[src/logic/aib_pkg.sv]
// Purpose: Shared constants and types for the analog input bus decoder.
// Assumes: 50 MHz reference clock, byte registers on a 32-bit bus.
// Notes: Register indices are I/O offsets; byte address is four times.
`default_nettype none

package aib_pkg;

    localparam int CLK_PERIOD_NS = 20;
    localparam int IRQ_LOW_NS = 500;
    localparam int IRQ_LOW_CYC = (IRQ_LOW_NS + CLK_PERIOD_NS - 1)
        / CLK_PERIOD_NS;
    localparam int IRQ_HIGH_NS = 40;
    localparam int IRQ_HIGH_CYC = (IRQ_HIGH_NS + CLK_PERIOD_NS - 1)
        / CLK_PERIOD_NS;
    localparam int CNT_W = 5;

    // I/O address as seen on the word-addressed bus
    localparam int IO_LSB = 2;
    localparam int IO_AW = 10;
    localparam int SEL_W = 5;
    localparam int BASE_W = 5;
    localparam int EXT_BIT = 12;
    localparam logic [1:0] BASE_UPPER_NONE = 2'h0;

    localparam logic [4:0] REG_BOARD_STATUS = 5'h00;
    localparam logic [4:0] REG_IRQ_STATUS = 5'h01;
    localparam logic [4:0] REG_DATA_LO = 5'h02;
    localparam logic [4:0] REG_DATA_HI = 5'h03;

    // Event status and mask, outside the I/O window
    localparam logic [IO_AW-1:0] EXT_EVT_STAT = 10'h000;
    localparam logic [IO_AW-1:0] EXT_EVT_MASK = 10'h001;
    localparam int EVT_DONE_BIT = 0;
    localparam logic [7:0] EVT_RST = 8'h00;

    localparam int STAT_EOC_BIT = 7;
    localparam int STAT_BUSY_BIT = 6;
    localparam int STAT_GLB_BIT = 2;
    localparam int IRQ_ADC_BIT = 7;
    localparam int IRQ_GLB_BIT = 2;
    localparam logic [7:0] EN_RST = 8'h00;
    localparam logic [7:0] BYTE_ZERO = 8'h00;
    localparam int SIGN_BIT = 11;

    localparam int HTRANS_ACT_BIT = 1;
    localparam logic HRESP_OKAY = 1'b0;

    // Request lines 3-7, 9-12, 14 and 15
    localparam logic [15:0] IRQ_VALID_LINES = 16'hDEF8;

    typedef struct packed {
        logic [1:0] dev_mode;
        logic acq;
        logic range;
        logic bipolar;
        logic [2:0] chan;
    } aib_conv_cmd_t;

endpackage : aib_pkg

`default_nettype wire

[src/logic/aib_irq_pulse.sv]
// Purpose: Shareable interrupt pulse: low, brief high, then released.
// Assumes: fire_i is ignored while a pulse is in progress.
// Notes: Output enable high while the pin is driven.
`default_nettype none
`timescale 1ns/100ps

module aib_irq_pulse (
    input wire logic ref_clk_i,
    input wire logic reset_n_i,
    input wire logic fire_i,
    output logic line_o,
    output logic line_oe_o,
    output logic busy_o
);

    typedef enum logic [1:0] {PL_IDLE, PL_LOW, PL_HIGH} aib_pl_state_t;

    aib_pl_state_t state_ff;
    logic [aib_pkg::CNT_W-1:0] cnt_ff;

    always_ff @(posedge ref_clk_i or negedge reset_n_i)
    begin
        if (!reset_n_i)
        begin
            state_ff <= PL_IDLE;
            cnt_ff <= '0;
        end
        else
        begin
            unique case (state_ff)
                PL_IDLE:
                begin
                    if (fire_i)
                    begin
                        state_ff <= PL_LOW;
                        cnt_ff <= aib_pkg::CNT_W'(aib_pkg::IRQ_LOW_CYC - 1);
                    end
                end
                PL_LOW:
                begin
                    if (cnt_ff == '0)
                    begin
                        state_ff <= PL_HIGH;
                        cnt_ff <= aib_pkg::CNT_W'(aib_pkg::IRQ_HIGH_CYC - 1);
                    end
                    else
                        cnt_ff <= cnt_ff - 1'b1;
                end
                PL_HIGH:
                begin
                    if (cnt_ff == '0)
                        state_ff <= PL_IDLE;
                    else
                        cnt_ff <= cnt_ff - 1'b1;
                end
            endcase
        end
    end

    assign line_o = (state_ff == PL_HIGH);
    assign line_oe_o = (state_ff != PL_IDLE);
    assign busy_o = (state_ff != PL_IDLE);

    // Length of the low drive, for checking only
    localparam int LOW_LEN = aib_pkg::IRQ_LOW_CYC;
    logic [7:0] low_run_ff;
    always_ff @(posedge ref_clk_i or negedge reset_n_i)
    begin
        if (!reset_n_i)
            low_run_ff <= 8'h00;
        else if (line_oe_o && !line_o)
            low_run_ff <= low_run_ff + 8'h01;
        else
            low_run_ff <= 8'h00;
    end
endmodule : aib_irq_pulse

`default_nettype wire

[src/logic/aib_bus_decoder.sv]
// Purpose: Bus decoder, registers and interrupt of an 8-channel ADC board.
// Assumes: AHB-Lite slave, one wait state per transfer, word addressing.
// Notes: I/O address lines 9..0 sit at haddr 11..2.
// Function
// - Compare address lines nine to five with base jumpers, line five LSB.
// - Base bit reads one with jumper removed, zero with it fitted.
// - Only claim bases within 100h-3FFh; upper two bits zero never match.
// - Address lines four to zero pick a register inside the block.
// - Base and request line from jumpers; range chosen by software.
// - Interrupt may drive any of lines 3-7, 9-12, 14, 15.
// - Conversion end raises an interrupt or shows a pollable busy bit.
// - One written command carries channel, range and polarity together.
// - Four ranges: 0-5V, 0-10V, plus/minus 5V, plus/minus 10V.
// - Sustain starts up to 100k per second, one result each.
// - Each result is twelve bits from one of eight channels.
// - Four byte registers at offsets 00h to 03h.
// - Status EOC bit latches high, cleared by reading that register; IRQ pending and event bits clear on a write.
// - Shareable interrupt: low 500 ns, brief high, then released.
`default_nettype none
`timescale 1ns/100ps

module aib_bus_decoder (
    input wire logic ref_clk_i,
    input wire logic reset_n_i,
    input wire logic hsel_i,
    input wire logic [31:0] haddr_i,
    input wire logic [1:0] htrans_i,
    input wire logic hwrite_i,
    input wire logic [2:0] hsize_i,
    input wire logic [31:0] hwdata_i,
    input wire logic hready_i,
    output logic [31:0] hrdata_o,
    output logic hreadyout_o,
    output logic hresp_o,
    input wire logic [4:0] base_jumper_fitted_i,
    input wire logic [3:0] irq_jumper_i,
    output var aib_pkg::aib_conv_cmd_t conv_cmd_o,
    output logic conv_start_o,
    input wire logic conv_done_i,
    input wire logic [11:0] conv_data_i,
    output logic [15:0] irq_line_o,
    output logic [15:0] irq_line_oe_o,
    output logic irq_o
);

    typedef enum logic [1:0] {PH_IDLE, PH_WAIT, PH_DONE} aib_phase_t;

    aib_phase_t phase_ff;
    logic [aib_pkg::IO_AW-1:0] a_io_ff;
    logic a_ext_ff;
    logic a_wr_ff;
    logic [31:0] rdata_ff;
    logic eoc_ff;
    logic busy_ff;
    logic irq_pend_ff;
    logic [7:0] en_ff;
    logic [7:0] evt_stat_ff;
    logic [7:0] evt_mask_ff;
    logic [11:0] data_ff;
    logic bipolar_ff;
    logic start_ff;
    aib_pkg::aib_conv_cmd_t cmd_ff;

    logic [aib_pkg::BASE_W-1:0] base_set;
    logic accept;
    logic hit;
    logic [aib_pkg::SEL_W-1:0] reg_sel;
    logic mapped;
    logic rd;
    logic wr;
    logic done_evt;
    logic start_ok;
    logic fire;
    logic pulse_line;
    logic pulse_oe;
    logic pulse_busy;
    logic [7:0] nxt_rbyte;
    logic [3:0] sign_ext;

    assign base_set = ~base_jumper_fitted_i;
    assign accept = hsel_i && htrans_i[aib_pkg::HTRANS_ACT_BIT] && hready_i;
    assign hit = !a_ext_ff
        && (base_set[4:3] != aib_pkg::BASE_UPPER_NONE)
        && (a_io_ff[9:5] == base_set);
    assign reg_sel = a_io_ff[4:0];
    assign mapped = hit && (reg_sel <= aib_pkg::REG_DATA_HI);
    assign rd = (phase_ff == PH_WAIT) && !a_wr_ff;
    assign wr = (phase_ff == PH_WAIT) && a_wr_ff;
    assign done_evt = conv_done_i && busy_ff;
    assign start_ok = wr && mapped && (reg_sel == aib_pkg::REG_DATA_LO)
        && !busy_ff;
    assign fire = done_evt && en_ff[aib_pkg::IRQ_ADC_BIT]
        && en_ff[aib_pkg::IRQ_GLB_BIT] && !irq_pend_ff && !pulse_busy;

    // Bus phase: one wait state so read data comes from a flop
    always_ff @(posedge ref_clk_i or negedge reset_n_i)
    begin
        if (!reset_n_i)
            phase_ff <= PH_IDLE;
        else if (phase_ff == PH_WAIT)
            phase_ff <= PH_DONE;
        else if (accept)
            phase_ff <= PH_WAIT;
        else
            phase_ff <= PH_IDLE;
    end

    always_ff @(posedge ref_clk_i or negedge reset_n_i)
    begin
        if (!reset_n_i)
        begin
            a_io_ff <= '0;
            a_ext_ff <= 1'b0;
            a_wr_ff <= 1'b0;
        end
        else if (accept && phase_ff != PH_WAIT)
        begin
            a_io_ff <= haddr_i[aib_pkg::IO_LSB +: aib_pkg::IO_AW];
            a_ext_ff <= haddr_i[aib_pkg::EXT_BIT];
            a_wr_ff <= hwrite_i;
        end
    end

    assign hreadyout_o = (phase_ff != PH_WAIT);
    assign hresp_o = aib_pkg::HRESP_OKAY;

    // Read data mux
    assign sign_ext = bipolar_ff ? {4{data_ff[aib_pkg::SIGN_BIT]}} : 4'h0;
    always_comb
    begin
        nxt_rbyte = aib_pkg::BYTE_ZERO;
        if (a_ext_ff)
        begin
            if (a_io_ff == aib_pkg::EXT_EVT_STAT)
                nxt_rbyte = evt_stat_ff;
            else if (a_io_ff == aib_pkg::EXT_EVT_MASK)
                nxt_rbyte = evt_mask_ff;
        end
        else if (mapped)
        begin
            unique case (reg_sel)
                aib_pkg::REG_BOARD_STATUS:
                begin
                    nxt_rbyte[aib_pkg::STAT_EOC_BIT] = eoc_ff;
                    nxt_rbyte[aib_pkg::STAT_BUSY_BIT] = busy_ff;
                    nxt_rbyte[aib_pkg::STAT_GLB_BIT] =
                        en_ff[aib_pkg::IRQ_GLB_BIT];
                end
                aib_pkg::REG_IRQ_STATUS:
                begin
                    nxt_rbyte[aib_pkg::IRQ_ADC_BIT] = irq_pend_ff;
                    nxt_rbyte[aib_pkg::IRQ_GLB_BIT] = irq_pend_ff;
                end
                aib_pkg::REG_DATA_LO:
                    nxt_rbyte = data_ff[7:0];
                aib_pkg::REG_DATA_HI:
                    nxt_rbyte = {sign_ext, data_ff[11:8]};
                default:
                    nxt_rbyte = aib_pkg::BYTE_ZERO;
            endcase
        end
    end

    // Unmatched and upper offsets read as zero on this bus
    always_ff @(posedge ref_clk_i or negedge reset_n_i)
    begin
        if (!reset_n_i)
            rdata_ff <= '0;
        else if (rd)
            rdata_ff <= {24'h000000, nxt_rbyte};
    end
    assign hrdata_o = rdata_ff;

    // Latched conversion-done flag, read clears, set wins
    always_ff @(posedge ref_clk_i or negedge reset_n_i)
    begin
        if (!reset_n_i)
            eoc_ff <= 1'b0;
        else if (done_evt)
            eoc_ff <= 1'b1;
        else if (rd && mapped && reg_sel == aib_pkg::REG_BOARD_STATUS)
            eoc_ff <= 1'b0;
    end

    // Conversion command and busy tracking
    always_ff @(posedge ref_clk_i or negedge reset_n_i)
    begin
        if (!reset_n_i)
        begin
            busy_ff <= 1'b0;
            start_ff <= 1'b0;
            cmd_ff <= '0;
        end
        else
        begin
            start_ff <= start_ok;
            if (start_ok)
            begin
                busy_ff <= 1'b1;
                cmd_ff <= aib_pkg::aib_conv_cmd_t'(hwdata_i[7:0]);
            end
            else if (done_evt)
                busy_ff <= 1'b0;
        end
    end
    assign conv_start_o = start_ff;
    assign conv_cmd_o = cmd_ff;

    always_ff @(posedge ref_clk_i or negedge reset_n_i)
    begin
        if (!reset_n_i)
        begin
            data_ff <= '0;
            bipolar_ff <= 1'b0;
        end
        else if (done_evt)
        begin
            data_ff <= conv_data_i;
            bipolar_ff <= cmd_ff.bipolar;
        end
    end

    // Enables register; writes to upper offsets are dropped
    always_ff @(posedge ref_clk_i or negedge reset_n_i)
    begin
        if (!reset_n_i)
            en_ff <= aib_pkg::EN_RST;
        else if (wr && mapped && reg_sel == aib_pkg::REG_IRQ_STATUS)
            en_ff <= hwdata_i[7:0];
    end

    // Board interrupt pending until status write
    always_ff @(posedge ref_clk_i or negedge reset_n_i)
    begin
        if (!reset_n_i)
            irq_pend_ff <= 1'b0;
        else if (fire)
            irq_pend_ff <= 1'b1;
        else if (wr && mapped && reg_sel == aib_pkg::REG_BOARD_STATUS)
            irq_pend_ff <= 1'b0;
    end

    // Sticky event status, write one to clear, set wins
    always_ff @(posedge ref_clk_i or negedge reset_n_i)
    begin
        if (!reset_n_i)
        begin
            evt_stat_ff <= aib_pkg::EVT_RST;
            evt_mask_ff <= aib_pkg::EVT_RST;
        end
        else
        begin
            if (wr && a_ext_ff && a_io_ff == aib_pkg::EXT_EVT_MASK)
                evt_mask_ff <= hwdata_i[7:0];
            if (wr && a_ext_ff && a_io_ff == aib_pkg::EXT_EVT_STAT)
                evt_stat_ff <= evt_stat_ff & ~hwdata_i[7:0];
            if (done_evt)
                evt_stat_ff[aib_pkg::EVT_DONE_BIT] <= 1'b1;
        end
    end
    assign irq_o = |(evt_stat_ff & evt_mask_ff);

    aib_irq_pulse u_irq_pulse (
        .ref_clk_i(ref_clk_i),
        .reset_n_i(reset_n_i),
        .fire_i(fire),
        .line_o(pulse_line),
        .line_oe_o(pulse_oe),
        .busy_o(pulse_busy)
    );

    // Route the pulse onto the jumper-selected request line
    genvar gi;
    generate
        for (gi = 0; gi < 16; gi++)
        begin : g_irq_line
            logic chosen;
            assign chosen = aib_pkg::IRQ_VALID_LINES[gi]
                && (irq_jumper_i == 4'(gi));
            assign irq_line_o[gi] = chosen && pulse_line;
            assign irq_line_oe_o[gi] = chosen && pulse_oe;
        end
    endgenerate
endmodule : aib_bus_decoder

`default_nettype wire

[config.mk]
export PLATFORM = sky130hd
export DESIGN_NAME = aib_bus_decoder
export DESIGN_NICKNAME = d
export VERILOG_FILES = /design/src/logic/aib_pkg.sv /design/src/logic/aib_irq_pulse.sv /design/src/logic/aib_bus_decoder.sv
export SDC_FILE = /design/constraint.sdc
export NUM_CORES = 1
export LEC_CHECK = 0
export BUFFER_PORTS_ARGS = -buffer_cell sky130_fd_sc_hd__buf_2
export CAP_MARGIN = 20
export CORE_ASPECT_RATIO = 1.2
export CORE_MARGIN = 4
export CORE_UTILIZATION = 51
export CTS_CLUSTER_SIZE = 24
export DETAILED_ROUTE_END_ITERATION = 10
export HOLD_SLACK_MARGIN = 0.06
export PLACE_DENSITY = 0.91
export SETUP_SLACK_MARGIN = 0.05
export SYNTH_ARGS = -nofsm -noshare
export SYNTH_HDL_FRONTEND = slang
export SYNTH_SLANG_ARGS = --single-unit
[constraint.sdc]
create_clock -name ref_clk_i -period 3 [get_ports ref_clk_i]
set_clock_uncertainty 0.05 [all_clocks]
set_input_delay 0.3 -clock ref_clk_i [delete_from_list [all_inputs] [get_ports ref_clk_i]]
set_output_delay 0.3 -clock ref_clk_i [all_outputs]
set_load 0.03 [all_outputs]
==> impl_metrics.toml <==
[status]
status = "completed"

[finish]
final_nets = 538
fin_cells = 532
antenna_cells = 0
multiInputGateArea_um2 = 1817
syn_to_final_growth_pct = 16.41
nFillCells = 598
drive_above_1_share = 0.3869
regArea_um2 = 1802

[worst_hold_path]
hold_depth = 3
min_path_type = "in -> reg"

[worst_setup_path]
reg2regPathDepth = 5
crit_fanout = 11
startpoint_type = "flip-flop"
cp-end-kind = "output pin"
max_stage_delay_ns = 0.42
worst-path-buf-inv = 2
worstPathRequired_ns = 2.65
cp.arrival_ns = 1.90
worst-setup-path-type = "reg -> out"
worstPathCellList = "inv_1 > ha_1 > nand2_1 > nor3_1 > buf_2"
regToRegSetupSlack_ns = 0.86
critical-path-top-delay-family = "adder cells"
cp.depth = 5
slowest_stage = "ha_1"

[floorplanning]
die_area_um2 = 9043
num_rows = 34
boundaryPins = 172
die_h_um = 103.4
initial_core_util = 0.5284
die_w_um = 87.48
coreArea_um2 = 7317

[global_routing]
grt_pass1_vias = 2787
overflow = 0
grt_antenna_before_repair = 0
gr-usage-all-layers = 0.1938
grt_max_degree = 30
grt_pass1_wl_um = 13810

[synth]
ys_dominant_reg_cell = "dfrtp_1"
synth_area_leaders = "dfrtp_1 47%, mux2_2 15%, buf_4 7.2%"
async_flop_share = 1.000
yosysMostFrequentCell = "dfrtp_1"
ys_types = 54
syn_area_per_cell_um2 = 11.11
yosys.area.top_type = "dfrtp_1"
ys_seq_area_frac = 0.4660
synthCells = 348
yosys_register_bits = 72
synth-edff-count = 0
synthTopCellsByCount = "72 x dfrtp_1, 51 x mux2_2, 37 x buf_4"
synth_area_um2 = 3866
yosys_warnings = 0
synth_top_cell_area_share = 0.4660

[clock_network]
cts_tree = "built"
clock_path_buffers = 2
cts_buffers = 9
clock_latency_ns = 0.34
cts.sinks = 72
clkTransAtPathRegs_ns = 0.08
cts_root_buf = "clkbuf_8"
cts_htree_levels = 3

[route]
wl_per_cell_um = 16.18
num_vias = 2968
routed_via_density = 5.579
firstDrtPassIters = 7
drtIter0Drc = 273
routed_wirelength_um = 8609
drc = 0
ant_nets = 0

[timing]
hold_viol_final = 0
fin_crit_sh = 0.7487
tns_ns = 0
tightest_slew_ns = 0.9654
slew_viol_final = 0
setup_violations = 0
fmax_ghz = 0.4452
slew_headroom = 0.3540
period_needed_ns = 2.246
rsz0062_at_grt = "no"

[place]
finalWeightedCongestion = 0.8496
dp.final_hpwl_um = 6529
dp_cells = 516
portBuffers = 87

[power_and_ir_drop]
vdd_ir_drop_max_v = 0.0004190
powerDensity_nw_per_um2 = 572.4
power.leakage_nw = 2.140
p_total_w = 0.002576

[job]
maxCapViolations = 0
[worst paths after layout]
kind                                                endpoint                                 from
hold / removal                        data_ff[5]$_DFFE_PN0N_                       conv_data_i[5]
setup reg to reg           u_irq_pulse.cnt_ff[1]$_DFFE_PN0P_    u_irq_pulse.cnt_ff[0]$_DFFE_PN0P_
min in group asynchronous             data_ff[7]$_DFFE_PN0N_                            reset_n_i
setup / recovery                              irq_line_o[14]  u_irq_pulse.state_ff[0]$_DFFE_PN0P_
max in group asynchronous          conv_cmd_o[3]$_DFFE_PN0P_                            reset_n_i
hold reg to reg                    conv_cmd_o[4]$_DFFE_PN0P_            conv_cmd_o[4]$_DFFE_PN0P_
[state kept, by name (all words and copies together), names as in the netlist, 2 cells and up]
| register | count |
|---|---|
| data_ff | 12 |
| a_io_ff | 10 |
| conv_cmd_o | 8 |
| evt_mask_ff | 8 |
| evt_stat_ff | 8 |
| hrdata_o | 8 |
| u_irq_pulse.cnt_ff | 5 |
| en_ff | 2 |
| phase_ff | 2 |
| u_irq_pulse.state_ff | 2 |
[final cells by class]
cell class	instances	area share
clock buffers	10	0.02836
inverters	10	0.008340
well taps	90	0.02502
multi-input cells	250	0.4037
flip-flops and latches	72	0.4003
repair buffers	95	0.1106
clock inverters	5	0.02363
[metrics by stage]
| stage | area (um2) | setup slack (ns) | hold slack [ns] | util |
|---|---|---|---|---|
| 5_1_grt | 4501 | 0.6584 | 0.1158 | 0.6151 |
| 2_1_floorplan | 3994 | 0.8776 | -0.04559 | - |
| 6_report | 4501 | 0.7539 | 0.1146 | 0.6151 |
| 3_5_place_dp | 4257 | 0.8832 | 0.3115 | 0.5817 |
| 3_3_place_gp | 4257 | 0.9732 | 0.3042 | 0.5817 |
| 4_1_cts | 4501 | 0.7689 | 0.1001 | 0.6151 |
[tightest hold or removal path, cell delays in order]
cell	delay, ns
buf_2	0.08
nand2_1	0.04
o21ai_0	0.06
[kinds of logic (layout without fill, tap and decap cells)]
family / count (synthesis) / count (layout) / synth area share
adders and majority gates: 4 / 4 / 0.01295
buffers and inverters: 60 / 120 / 0.09709
other: 1 / 35 / 0.0009699
and+or+nand+nor: 98 / 98 / 0.1508
xor gates and xnor gates: 4 / 4 / 0.009061
muxes: 58 / 58 / 0.1705
AOI/OAI and AO/OA: 51 / 51 / 0.09256
DFF: 72 / 72 / 0.4660
[what timing repair did]
action	in CTS	in global routing
setup buffers	0	0
resized for setup	0	0
hold buffers	1	0
endpoints found under the hold margin	26	0
[cells in the final DEF (no fill, tap or decap), types with 4 or more instances in the layout]
cell      instances
nand2b_1          7
mux2i_1           4
mux2_2           51
nand4_1           7
o21ai_0          10
nand3_1           6
nor4b_1           4
dfrtp_1          72
buf_4             7
xnor2_1           4
nor2_1           21
conb_1           35
nand2_1          17
a31oi_1           6
a22oi_1           4
clkbuf_8          9
ha_1              4
a21boi_0          7
a21oi_1           8
nor3_1           16
buf_2            87
inv_1            10
[power by group]
group          switching, W  leakage (nW)  internal, W
Sequential        0.0000756         0.919      0.00107
Clock              0.000352         0.113     0.000550
Combinational      0.000337          1.11     0.000194
[per-layer routing]
layer	routed length, um	vias to the layer above	global-route usage
li1	-	1364	-
met1	3352	1430	0.2481
met2	4406	152	0.3358
met3	682	22	0.02773
met4	166	0	0.06730
met5	0	-	0
(Power assumes the default switching activity.)
